### src/inc/mhcr_regs.vh
`ifndef MHCR_REGS_VH
`define MHCR_REGS_VH
// Byte addresses (local index times four; power management and interrupt mask and status at their own offsets)
`define MHCR_IDX_DATA 8'h00
`define MHCR_IDX_CTRL 8'h01
`define MHCR_IDX_EXT 8'h02
`define MHCR_IDX_TOUT 8'h03
`define MHCR_IDX_CLKD 8'h05
`define MHCR_ADDR_DATA 8'h00
`define MHCR_ADDR_CTRL 8'h04
`define MHCR_ADDR_EXT 8'h08
`define MHCR_ADDR_TOUT 8'h0c
`define MHCR_ADDR_CLKD 8'h14
`define MHCR_ADDR_PM 8'h44
`define MHCR_ADDR_IMASK 8'h80
`define MHCR_ADDR_IRQST 8'h84
// Power management field positions and reset
`define MHCR_PM_FLAG 15
`define MHCR_PM_EN 8
`define MHCR_PM_STATE_RST 2'h3
`define MHCR_PM_D0 2'h0
`define MHCR_PM_D1 2'h1
`define MHCR_PM_D2 2'h2
`define MHCR_PM_D3 2'h3
// Control word bits
`define MHCR_CTL_RST 16'h0000
`define MHCR_CTL_SLEEP 15
`define MHCR_CTL_PDN_N 14
`define MHCR_CTL_XEN 13
`define MHCR_CTL_XEDGE 12
`define MHCR_CTL_AFRST_N 11
`define MHCR_CTL_XPASS 10
`define MHCR_CTL_TIMEOUT_RESET_DISABLE 7
`define MHCR_CTL_HIRQ 6
`define MHCR_CTL_START 5
`define MHCR_CTL_TXARM 3
// Status word bits
`define MHCR_ST_XIRQ 3
`define MHCR_ST_HIRQ 2
`define MHCR_ST_OVR 1
`define MHCR_ST_UDR 0
// Interrupt status bits
`define MHCR_IS_WAKE 0
`define MHCR_IS_XIRQ 1
`define MHCR_IS_OVR 2
`define MHCR_IS_UDR 3
`define MHCR_RESP_OK 2'h0
`define MHCR_RESP_SLVERR 2'h2
`endif

### src/core/mhcr_regs_top.v
// The implementer's own choice: the AXI4-Lite slave port.
`timescale 1ns/100ps
`default_nettype none
`include "mhcr_regs.vh"
module mhcr_regs_top #(
  parameter ADDR_W = 8
) (
  // Clock and reset
  input wire clk,
  input wire rst_n,
  // AXI4-Lite write address
  input wire [ADDR_W-1:0] s_axi_awaddr,
  input wire s_axi_awvalid,
  output wire s_axi_awready,
  // AXI4-Lite write data
  input wire [31:0] s_axi_wdata,
  input wire [3:0] s_axi_wstrb,
  input wire s_axi_wvalid,
  output wire s_axi_wready,
  // AXI4-Lite write response
  output reg [1:0] s_axi_bresp,
  output reg s_axi_bvalid,
  input wire s_axi_bready,
  // AXI4-Lite read address
  input wire [ADDR_W-1:0] s_axi_araddr,
  input wire s_axi_arvalid,
  output wire s_axi_arready,
  // AXI4-Lite read data
  output reg [31:0] s_axi_rdata,
  output reg [1:0] s_axi_rresp,
  output reg s_axi_rvalid,
  input wire s_axi_rready,
  // Transmit FIFO push side
  output reg [15:0] txWord,
  output reg txPush,
  // Receive FIFO pop side
  input wire [15:0] rxWord,
  output reg rxPop,
  // Events from the sample engine
  input wire wakeEvent,
  input wire rxOverrun,
  input wire txUnderrun,
  input wire hostIrqEvent,
  input wire timeoutEvent,
  // External interrupt pin
  input wire extIrqPin,
  // Wake output
  output wire wakeOut,
  // Control outputs
  output wire [1:0] powerState,
  output wire sleepMode,
  output wire frontEndPowerdown_n,
  output wire frontEndReset_n,
  output reg startPulse,
  output reg transmitArmPulse,
  output wire timeoutReset,
  output wire hostIrq,
  // Side registers
  output reg [7:0] external_output_latch,
  input wire [3:0] external_input_view,
  output reg [11:0] toutFfsz,
  input wire [11:0] errorTally,
  output reg [7:0] clkDivider,
  // Interrupt
  output wire irq
);

  reg wakeFlag;
  reg wakeEnable;
  reg [1:0] pmState;
  reg [15:0] control;
  wire [3:0] statusFlags;
  wire [3:0] irqStatus;
  reg [3:0] irqMask;
  reg [2:0] extSync;
  reg extPrev;
  reg ctlPrevStart;
  reg ctlPrevTx;
  reg awHeld;
  reg wHeld;
  reg [ADDR_W-1:0] awAddr;
  reg [31:0] wData;
  reg [3:0] wStrb;
  reg [31:0] readWord;
  reg readErr;
  reg wrMapped;

  wire doWrite = awHeld && wHeld && !s_axi_bvalid;
  wire doRead = s_axi_arvalid && !s_axi_rvalid;
  wire lowWr = wStrb[0] && wStrb[1];
  wire wrData = doWrite && awAddr == `MHCR_ADDR_DATA && lowWr;
  wire wrCtrl = doWrite && awAddr == `MHCR_ADDR_CTRL;
  wire wrPm = doWrite && awAddr == `MHCR_ADDR_PM;
  wire rdStatus = doRead && s_axi_araddr == `MHCR_ADDR_CTRL;
  wire rdIrqSt = doRead && s_axi_araddr == `MHCR_ADDR_IRQST;

  assign s_axi_awready = !awHeld;
  assign s_axi_wready = !wHeld;
  assign s_axi_arready = !s_axi_rvalid;

  wire extResync = (extSync[2] == extSync[1]) ? extSync[2] : extPrev;
  wire extLevel = control[`MHCR_CTL_XPASS] ? extSync[1] : extResync;
  wire extEdge = control[`MHCR_CTL_XEDGE] ? (extLevel && !extPrev) : (!extLevel && extPrev);
  wire extEvent = control[`MHCR_CTL_XEN] && extEdge;

  // Write decode over the mapped addresses
  always @*
  begin
    wrMapped = 1'b0;
    if (awAddr == `MHCR_ADDR_DATA)
      wrMapped = 1'b1;
    else if (awAddr == `MHCR_ADDR_CTRL)
      wrMapped = 1'b1;
    else if (awAddr == `MHCR_ADDR_EXT)
      wrMapped = 1'b1;
    else if (awAddr == `MHCR_ADDR_TOUT)
      wrMapped = 1'b1;
    else if (awAddr == `MHCR_ADDR_CLKD)
      wrMapped = 1'b1;
    else if (awAddr == `MHCR_ADDR_PM)
      wrMapped = 1'b1;
    else if (awAddr == `MHCR_ADDR_IMASK)
      wrMapped = 1'b1;
    else if (awAddr == `MHCR_ADDR_IRQST)
      wrMapped = 1'b1;
  end

  // AXI write capture in either order
  always @(posedge clk or negedge rst_n)
  begin
    if (!rst_n)
    begin
      awHeld <= 1'b0;
      wHeld <= 1'b0;
      awAddr <= {ADDR_W{1'b0}};
      wData <= 32'h00000000;
      wStrb <= 4'h0;
      s_axi_bvalid <= 1'b0;
      s_axi_bresp <= `MHCR_RESP_OK;
    end
    else
    begin
      if (s_axi_awvalid && !awHeld)
      begin
        awHeld <= 1'b1;
        awAddr <= s_axi_awaddr;
      end
      if (s_axi_wvalid && !wHeld)
      begin
        wHeld <= 1'b1;
        wData <= s_axi_wdata;
        wStrb <= s_axi_wstrb;
      end
      if (doWrite)
      begin
        awHeld <= 1'b0;
        wHeld <= 1'b0;
        s_axi_bvalid <= 1'b1;
        s_axi_bresp <= wrMapped ? `MHCR_RESP_OK : `MHCR_RESP_SLVERR;
      end
      else if (s_axi_bvalid && s_axi_bready)
        s_axi_bvalid <= 1'b0;
    end
  end

  // External request: three stage synchroniser, edge after stages two and three, or after stage two alone when XPASS is set
  always @(posedge clk or negedge rst_n)
  begin
    if (!rst_n)
    begin
      extSync <= 3'h0;
      extPrev <= 1'b0;
    end
    else
    begin
      extSync <= {extSync[1:0], extIrqPin};
      extPrev <= extLevel;
    end
  end

  // Registers written by software
  always @(posedge clk or negedge rst_n)
  begin
    if (!rst_n)
    begin
      wakeFlag <= 1'b0;
      wakeEnable <= 1'b0;
      pmState <= `MHCR_PM_STATE_RST;
      control <= `MHCR_CTL_RST;
      external_output_latch <= 8'h00;
      toutFfsz <= 12'h000;
      clkDivider <= 8'h00;
      irqMask <= 4'h0;
      txWord <= 16'h0000;
      txPush <= 1'b0;
    end
    else
    begin
      txPush <= 1'b0;
      if (wakeEvent)
        wakeFlag <= 1'b1;
      else if (wrPm && wStrb[1] && wData[`MHCR_PM_FLAG])
        wakeFlag <= 1'b0;
      if (wrPm && wStrb[1])
        wakeEnable <= wData[`MHCR_PM_EN];
      if (wrPm && wStrb[0] && wData[1:0] != `MHCR_PM_D1)
        pmState <= wData[1:0];
      if (wrCtrl && lowWr)
        control <= wData[15:0];
      if (wrData)
      begin
        txWord <= wData[15:0];
        txPush <= 1'b1;
      end
      if (doWrite && awAddr == `MHCR_ADDR_EXT && wStrb[0])
        external_output_latch <= wData[7:0];
      if (doWrite && awAddr == `MHCR_ADDR_TOUT && lowWr)
        toutFfsz <= wData[11:0];
      if (doWrite && awAddr == `MHCR_ADDR_CLKD && wStrb[0])
        clkDivider <= wData[7:0];
      if (doWrite && awAddr == `MHCR_ADDR_IMASK && wStrb[0])
        irqMask <= wData[3:0];
    end
  end

  always @(posedge clk or negedge rst_n)
  begin
    if (!rst_n)
    begin
      ctlPrevStart <= 1'b0;
      ctlPrevTx <= 1'b0;
      startPulse <= 1'b0;
      transmitArmPulse <= 1'b0;
    end
    else
    begin
      ctlPrevStart <= control[`MHCR_CTL_START];
      ctlPrevTx <= control[`MHCR_CTL_TXARM];
      startPulse <= control[`MHCR_CTL_START] && !ctlPrevStart;
      transmitArmPulse <= control[`MHCR_CTL_TXARM] && !ctlPrevTx;
    end
  end

  // Event vectors in status and interrupt status register bit order
  wire [3:0] statusSet = {extEvent, hostIrqEvent, rxOverrun, txUnderrun};
  wire [3:0] irqSet = {txUnderrun, rxOverrun, extEvent, wakeEvent};

  // One sticky cell per flag; a set in the cycle of a clearing read wins
  genvar bitIdx;
  generate
    for (bitIdx = 0; bitIdx < 4; bitIdx = bitIdx + 1)
    begin : gSticky
      reg stickyStatus;
      reg stickyIrq;
      always @(posedge clk or negedge rst_n)
      begin
        if (!rst_n)
        begin
          stickyStatus <= 1'b0;
          stickyIrq <= 1'b0;
        end
        else
        begin
          if (statusSet[bitIdx])
            stickyStatus <= 1'b1;
          else if (rdStatus)
            stickyStatus <= 1'b0;
          if (irqSet[bitIdx])
            stickyIrq <= 1'b1;
          else if (rdIrqSt)
            stickyIrq <= 1'b0;
        end
      end
      assign statusFlags[bitIdx] = stickyStatus;
      assign irqStatus[bitIdx] = stickyIrq;
    end
  endgenerate

  // Read decode, an if chain over the mapped addresses
  always @*
  begin
    readWord = 32'h00000000;
    readErr = 1'b0;
    if (s_axi_araddr == `MHCR_ADDR_DATA)
      readWord = {16'h0000, rxWord};
    else if (s_axi_araddr == `MHCR_ADDR_CTRL)
      readWord = {28'h0000000, statusFlags};
    else if (s_axi_araddr == `MHCR_ADDR_EXT)
      readWord = {28'h0000000, external_input_view};
    else if (s_axi_araddr == `MHCR_ADDR_TOUT)
      readWord = {20'h00000, errorTally};
    else if (s_axi_araddr == `MHCR_ADDR_CLKD)
      readWord = 32'h00000000;
    else if (s_axi_araddr == `MHCR_ADDR_PM)
      readWord = {16'h0000, wakeFlag, 6'h00, wakeEnable, 6'h00, pmState};
    else if (s_axi_araddr == `MHCR_ADDR_IMASK)
      readWord = {28'h0000000, irqMask};
    else if (s_axi_araddr == `MHCR_ADDR_IRQST)
      readWord = {28'h0000000, irqStatus};
    else
      readErr = 1'b1;
  end

  // Read channel; the answer is registered from the decode
  always @(posedge clk or negedge rst_n)
  begin
    if (!rst_n)
    begin
      s_axi_rvalid <= 1'b0;
      s_axi_rdata <= 32'h00000000;
      s_axi_rresp <= `MHCR_RESP_OK;
      rxPop <= 1'b0;
    end
    else
    begin
      rxPop <= 1'b0;
      if (doRead)
      begin
        s_axi_rvalid <= 1'b1;
        s_axi_rdata <= readWord;
        s_axi_rresp <= readErr ? `MHCR_RESP_SLVERR : `MHCR_RESP_OK;
        rxPop <= (s_axi_araddr == `MHCR_ADDR_DATA);
      end
      else if (s_axi_rvalid && s_axi_rready)
        s_axi_rvalid <= 1'b0;
    end
  end

  assign wakeOut = wakeFlag && wakeEnable;
  assign powerState = pmState;
  assign sleepMode = control[`MHCR_CTL_SLEEP];
  assign frontEndPowerdown_n = control[`MHCR_CTL_PDN_N];
  assign frontEndReset_n = control[`MHCR_CTL_AFRST_N];
  assign timeoutReset = timeoutEvent && !control[`MHCR_CTL_TIMEOUT_RESET_DISABLE];
  assign hostIrq = control[`MHCR_CTL_HIRQ] && statusFlags[`MHCR_ST_HIRQ];
  assign irq = |(irqStatus & irqMask);

endmodule
`default_nettype wire

### config.mk
export PLATFORM = sky130hd
export DESIGN_NAME = mhcr_regs_top
export DESIGN_NICKNAME = d
export VERILOG_FILES = /design/src/core/mhcr_regs_top.v
export VERILOG_INCLUDE_DIRS = /design/src /design/src/inc
export SDC_FILE = /design/constraint.sdc
export NUM_CORES = 1
export LEC_CHECK = 0
export BUFFER_PORTS_ARGS = -buffer_cell sky130_fd_sc_hd__buf_2
export CAP_MARGIN = 20
export CORE_AREA = 2 2 130 94
export CTS_CLUSTER_SIZE = 40
export DETAILED_ROUTE_END_ITERATION = 8
export DIE_AREA = 0 0 132 96
export PLACE_DENSITY = 0.78
export SYNTH_ARGS = -nofsm -noshare
export SYNTH_HDL_FRONTEND = slang
export SYNTH_SLANG_ARGS = --single-unit
### constraint.sdc
create_clock -name clk -period 2.3 [get_ports clk]
set_input_delay 0.23 -clock clk [delete_from_list [all_inputs] [get_ports clk]]
set_output_delay 0.23 -clock clk [all_outputs]
set_load 0.01 [all_outputs]
Word level (Yosys, flattened, before mapping)
Cells that the tools add are included.
{"block": "totals", "regBits": 152, "latchBits": 0, "mem_bits_rw": 0, "mem_bits_ro": 0, "elab_cells": 163, "memories": 0}
{"block": "classes", "addsub": 0, "n_mul": 0, "div_mod_pow": 0, "order_cmp": 0, "n_eq_ne": 16, "shifts": 0, "mux": 51, "bitwise": 1, "n_reduce_logical": 60}
{"operator": "two-way mux 16 bit", "n": 6}
{"operator": "two-way mux 1 bit", "n": 41}
{"operator": "logical AND 1 bit", "n": 35}
{"operator": "equality test 8 x 4 -> 1 bit, second input constant", "n": 4}
{"operator": "equality test 8 bit, second input constant", "n": 4}
{"operator": "nonzero test 2 bit", "n": 13}
{"operator": "equality test 8 x 3 -> 1 bit, second input constant", "n": 2}
{"operator": "equality test 8 x 5 -> 1 bit, second input constant", "n": 2}
{"operator": "equality test 8 x 7 -> 1 bit, second input constant", "n": 2}
{"operator": "logical NOT 8 bit", "n": 2}
{"operator": "logical NOT 1 bit", "n": 9}
{"operator": "two-way mux 4 bit", "n": 2}
{"operator": "bitwise AND 4 bit", "n": 1}
{"operator": "two-way mux 2 bit", "n": 2}
{"operator": "OR reduction 4 bit", "n": 1}
{"operator": "inequality test 2 x 1 -> 1 bit, second input constant", "n": 1}
{"operator": "equality test 1 bit", "n": 1}

Longest topological paths before layout
{"block": "logic_depth", "depth_word": 10, "mapped_depth": 7, "mapped_depth_nobuf": 4}

Worst setup path before layout
No wires, ideal clock.
{"block": "synth_timing", "path_kind": "reg2reg", "start": "reg awAddr[1]", "end": "reg toutFfsz[10]", "setup_ps": 125, "arrival_time_ps": 1788, "t_required_ps": 2175, "slack_ps": 387, "path_stages_with_launch": 6, "n_path_buf": 1, "period_less_slack_ps": 1913, "cell_sequence": "dfrtp_1 -> or3_4 -> nor3b_1 -> and4_1 -> buf_6 -> mux2_2"}
{"block": "synth_via", "elab_chain_len": 3}
{"element": "start, declared", "line_no": "mhcr_regs_top.v:81", "source": "reg [ADDR_W-1:0] awAddr;"}
{"element": "start signal, assigned", "line_no": "mhcr_regs_top.v:135", "source": "awAddr <= {ADDR_W{1'b0}};"}
{"element": "start signal, assigned", "line_no": "mhcr_regs_top.v:146", "source": "awAddr <= s_axi_awaddr;"}
{"element": "equality test 8 x 4 -> 1 bit (no line)"}
{"element": "logical AND 1 bit (no line)"}
{"element": "logical AND 1 bit", "line_no": "mhcr_regs_top.v:217", "source": "if (doWrite && awAddr == `MHCR_ADDR_TOUT && lowWr)"}
{"element": "end signal, assigned", "line_no": "mhcr_regs_top.v:218", "source": "toutFfsz <= wData[11:0];"}
{"element": "end, declared", "line_no": "mhcr_regs_top.v:61", "source": "output reg [11:0] toutFfsz,"}
Every way passes these cells.
A chain may end at the register's enable or synchronous reset.

Worst setup path after layout
{"block": "layout_timing", "start": "reg awAddr[1]", "end": "reg toutFfsz[9]"}
The elaborated chain is that of the path after synthesis.

==> out/results.txt <==
Largest family of logic cells by synthesized area: multiplexers
DRC violation count after routing: 0
Antenna violations before repair: 0
Wire length reported by the detailed router: 13010 um
Max-cap violation count: 0
Post-synth top flop: sky130_fd_sc_hd__dfrtp_1
Run status: complete, no violations
Post-synth ARST share: 100.0%
Sequential area share after synthesis: 57.68%
Data required, critical path: 2.59 ns
Kind of capture point of the worst setup path: flop
Least-Margin Pin Slew: 0.6806 ns
# rows: 33
Clock tree from TritonCTS: done
Post-synthesis register bit count: 128
Count of distinct cell types in the synthesized netlist: 51
Final Net Count: 699
Grt total ovfl: 0
Compound-cell area share of the yosys netlist: 7.992%
Global-route wire length before repair: 20840 um
Vias in the first global route: 4033
Chip Height: 96 um
Arrival time of data at the critical path endpoint: 2.32 ns
Clock latency on the worst-skew pair: 0.41 ns
Xor and xnor fraction of the mapped netlist area: 0%
IR drop worst, VDD: 0.6537 mV
Setup repair after global routing missed its margin: no
DP Worst Slack: 0.2708 ns
Multiplexer area fraction after synthesis: 18.44%
Cell area after synthesis: 0.005558 mm2
Final setup violation count: 0
Area added between synthesis and finish: 28.52%
Simple-gate share of the synthesized area: 11.12%
Count of pins over their slew limit: 0
Fin Setup TNS: 0 ns
Global placer's final weighted congestion: 0.8725
Pin count of the biggest net entering global routing: 58
Number of standard cells after synthesis: 425
Clock transition at the register clock pins on the worst setup and hold paths after CTS: 0.06 ns
Final worst path period need: 2.030 ns
Detailed-route via count: 4022
Drt pass-1 iters: 4
Max Root-Sink Buffers: 2
Share of layout cells above drive strength 1: 48.05%
Via-to-Cell Ratio: 5.217
Hold crit path type: input pin to flop
Clock root cell: sky130_fd_sc_hd__clkbuf_16
TritonCTS Buffers: 17
Startpoint type of the worst setup path: flop
Placeable Area: 0.01144 mm2
Post-Syn Area per Cell: 13.08 um2
WL/cell: 16.87 um
I/O Buffers: 158
Antenna diode instance count: 0
Clock net sink count: 128
Final HPWL from detailed placement: 9268 um
Final worst slack: 0.2702 ns
Power density relative to cell area: 968.2 mW/mm2
Relative slew margins: 54.53%
Die area: 0.01267 mm2
Upper clock frequency limit: 0.4927 GHz
Leakage component of the power: 0.003750 uW
Count of endpoints failing hold in the final timing report: 0
Number of flops mapped to enable cells by yosys: 0
Number of warning messages in the yosys log: 0
DIE WIDTH: 132 um
DRT iter0 DRCs: 248
Largest fanout on the critical path: 12
Initial standard-cell utilization of the core: 48.59%
Part of the cycle the worst path needs: 88.25%
Area share of fa/ha/maj cells after synthesis: 0.1801%
Type of the worst setup path: flop to flop
Global-route usage over all layers: 21.49%
Maximum clock skew at final layout: 0.006536 ns
Post-DRT Antenna Nets: 0
Depth of the CTS H-tree: 4
Number of primary I/O pins: 195
-- synthesized netlist by cell type (3+ instances only) --
| cell type | count | area share (%) |
|---|---|---|
| sky130_fd_sc_hd__buf_2 | 3 | 0.27 |
| sky130_fd_sc_hd__mux2_2 | 75 | 15 |
| sky130_fd_sc_hd__a21oi_1 | 7 | 0.63 |
| sky130_fd_sc_hd__nand2b_1 | 6 | 0.68 |
| sky130_fd_sc_hd__mux2_4 | 10 | 2.7 |
| sky130_fd_sc_hd__and4_1 | 4 | 0.63 |
| sky130_fd_sc_hd__a21o_1 | 12 | 1.6 |
| sky130_fd_sc_hd__nor3_1 | 5 | 0.45 |
| sky130_fd_sc_hd__nor3b_1 | 3 | 0.41 |
| sky130_fd_sc_hd__and2_1 | 3 | 0.34 |
| sky130_fd_sc_hd__a22oi_1 | 15 | 2.0 |
| sky130_fd_sc_hd__o31ai_1 | 4 | 0.54 |
| sky130_fd_sc_hd__nand4_1 | 4 | 0.45 |
| sky130_fd_sc_hd__a22o_1 | 3 | 0.47 |
| sky130_fd_sc_hd__buf_4 | 19 | 2.6 |
| sky130_fd_sc_hd__nor2_1 | 14 | 0.95 |
| sky130_fd_sc_hd__nor2b_1 | 12 | 1.4 |
| sky130_fd_sc_hd__o211ai_1 | 3 | 0.41 |
| sky130_fd_sc_hd__mux2i_1 | 3 | 0.54 |
| sky130_fd_sc_hd__nand2_1 | 26 | 1.8 |
| sky130_fd_sc_hd__a211oi_1 | 4 | 0.54 |
| sky130_fd_sc_hd__dfrtp_1 | 126 | 57 |
| sky130_fd_sc_hd__o21ai_0 | 6 | 0.54 |
| sky130_fd_sc_hd__or3_1 | 3 | 0.34 |
| sky130_fd_sc_hd__and3_1 | 4 | 0.45 |
| sky130_fd_sc_hd__clkbuf_1 | 9 | 0.61 |
| sky130_fd_sc_hd__inv_1 | 9 | 0.61 |
-- layout by cell type, fill, tap and decap left out, types with 5 or more instances in the layout --
| cell | count |
|---|---|
| sky130_fd_sc_hd__buf_2 | 157 |
| sky130_fd_sc_hd__dfrtp_1 | 126 |
| sky130_fd_sc_hd__mux2_2 | 75 |
| sky130_fd_sc_hd__nand2_1 | 26 |
| sky130_fd_sc_hd__conb_1 | 18 |
| sky130_fd_sc_hd__clkbuf_16 | 17 |
| sky130_fd_sc_hd__a22oi_1 | 15 |
| sky130_fd_sc_hd__nor2_1 | 14 |
| sky130_fd_sc_hd__a21o_1 | 12 |
| sky130_fd_sc_hd__nor2b_1 | 11 |
| sky130_fd_sc_hd__mux2_4 | 10 |
| sky130_fd_sc_hd__buf_4 | 10 |
| sky130_fd_sc_hd__inv_1 | 9 |
| sky130_fd_sc_hd__a21oi_1 | 7 |
| sky130_fd_sc_hd__o21ai_0 | 6 |
| sky130_fd_sc_hd__nand2b_1 | 6 |
| sky130_fd_sc_hd__nor3_1 | 5 |
| sky130_fd_sc_hd__dlygate4sd3_1 | 5 |
-- logic make-up (layout without fill, tap and decap cells) --
family          Yosys count  in the layout
fa+ha+maj                 1              1
flops                   128            128
mux                      88             88
buf+inv                  43            215
compound gates           62             62
other cells               1             18
simple gates            102            102
-- path summary, 6_finish.rpt --
path	from	end	slack (ns)	depth (start not counted)
max in group asynchronous	rst_n	wData[2]	1.30	3
min in group asynchronous	rst_n	extSync[0]	0.34	2
worst min-delay path	errorTally[5]	s_axi_rdata[5]	0.009	3
worst max register to register	awAddr[1]	toutFfsz[9]	0.27	5
worst min register to register	extSync[0]	extSync[1]	0.37	0
worst max-delay path	awAddr[1]	toutFfsz[9]	0.27	5
-- critical path, cell delays in order (launching register included) --
cell and delay, ns:
sky130_fd_sc_hd__dfrtp_1 0.38, sky130_fd_sc_hd__or3_4 0.43, sky130_fd_sc_hd__nor3b_1 0.30, sky130_fd_sc_hd__and4_1 0.30, sky130_fd_sc_hd__buf_12 0.16, sky130_fd_sc_hd__mux2_2 0.34
-- per-layer routing --
layer	part of all wire [%]	vias up	global-route usage, %
li1	-	1859	-
met1	46	2006	28.29
met2	45	139	33.03
met3	7.7	18	7.636
met4	1.2	0	8.152
met5	0	-	0
-- final cells by class --
type	count	area [um2]
Clock buffer	18	439.2
Clock inverter	13	138.9
Multi-Input combinational cell	271	2167
Sequential cell	128	3206
Timing Repair Buffer	175	962.2
Inverter	9	33.78
Tap cell	157	196.4
Fill cell	899	4294
-- timing repair --
action                                 in CTS  in global routing
setup buffers                               0                  0
setup endpoints to repair                   0                  0
endpoints found under the hold margin      53                  0
gates resized for setup                     0                  0
hold buffers                                5                  0
-- state kept, by name, indices dropped and copies added (netlist names), 2 cells and up --
register / cells
awAddr: 8
wData: 16
powerState: 2
toutFfsz: 12
clkDivider: 8
external_output_latch: 8
irqMask: 4
txWord: 16
s_axi_rdata: 16
gSticky.stickyStatus: 4
wStrb: 2
control: 10
extSync: 3
gSticky.stickyIrq: 4
-- stage by stage --
| step | utilization, % | hold WS, ns | instance area (um2) | total power [uW] | cells |
|---|---|---|---|---|---|
| floorplan | - | -0.06559 | 5622 | 3791 | 442 |
| global placement | 56.96 | 0.1970 | 6515 | 4258 | 735 |
| detailed placement | 56.96 | 0.2065 | 6515 | 4345 | 735 |
| CTS | 62.45 | 0.002293 | 7143 | 6972 | 771 |
| global route | 62.45 | 0.009357 | 7143 | 7261 | 771 |
| finish | 62.45 | 0.009083 | 7143 | 6916 | 771 |
-- where the power goes --
group | switching [uW] | internal (uW)
clock | 982 | 1620
combinational | 580 | 638
sequential | 437 | 2660
Power figures use the tool's default switching activity.
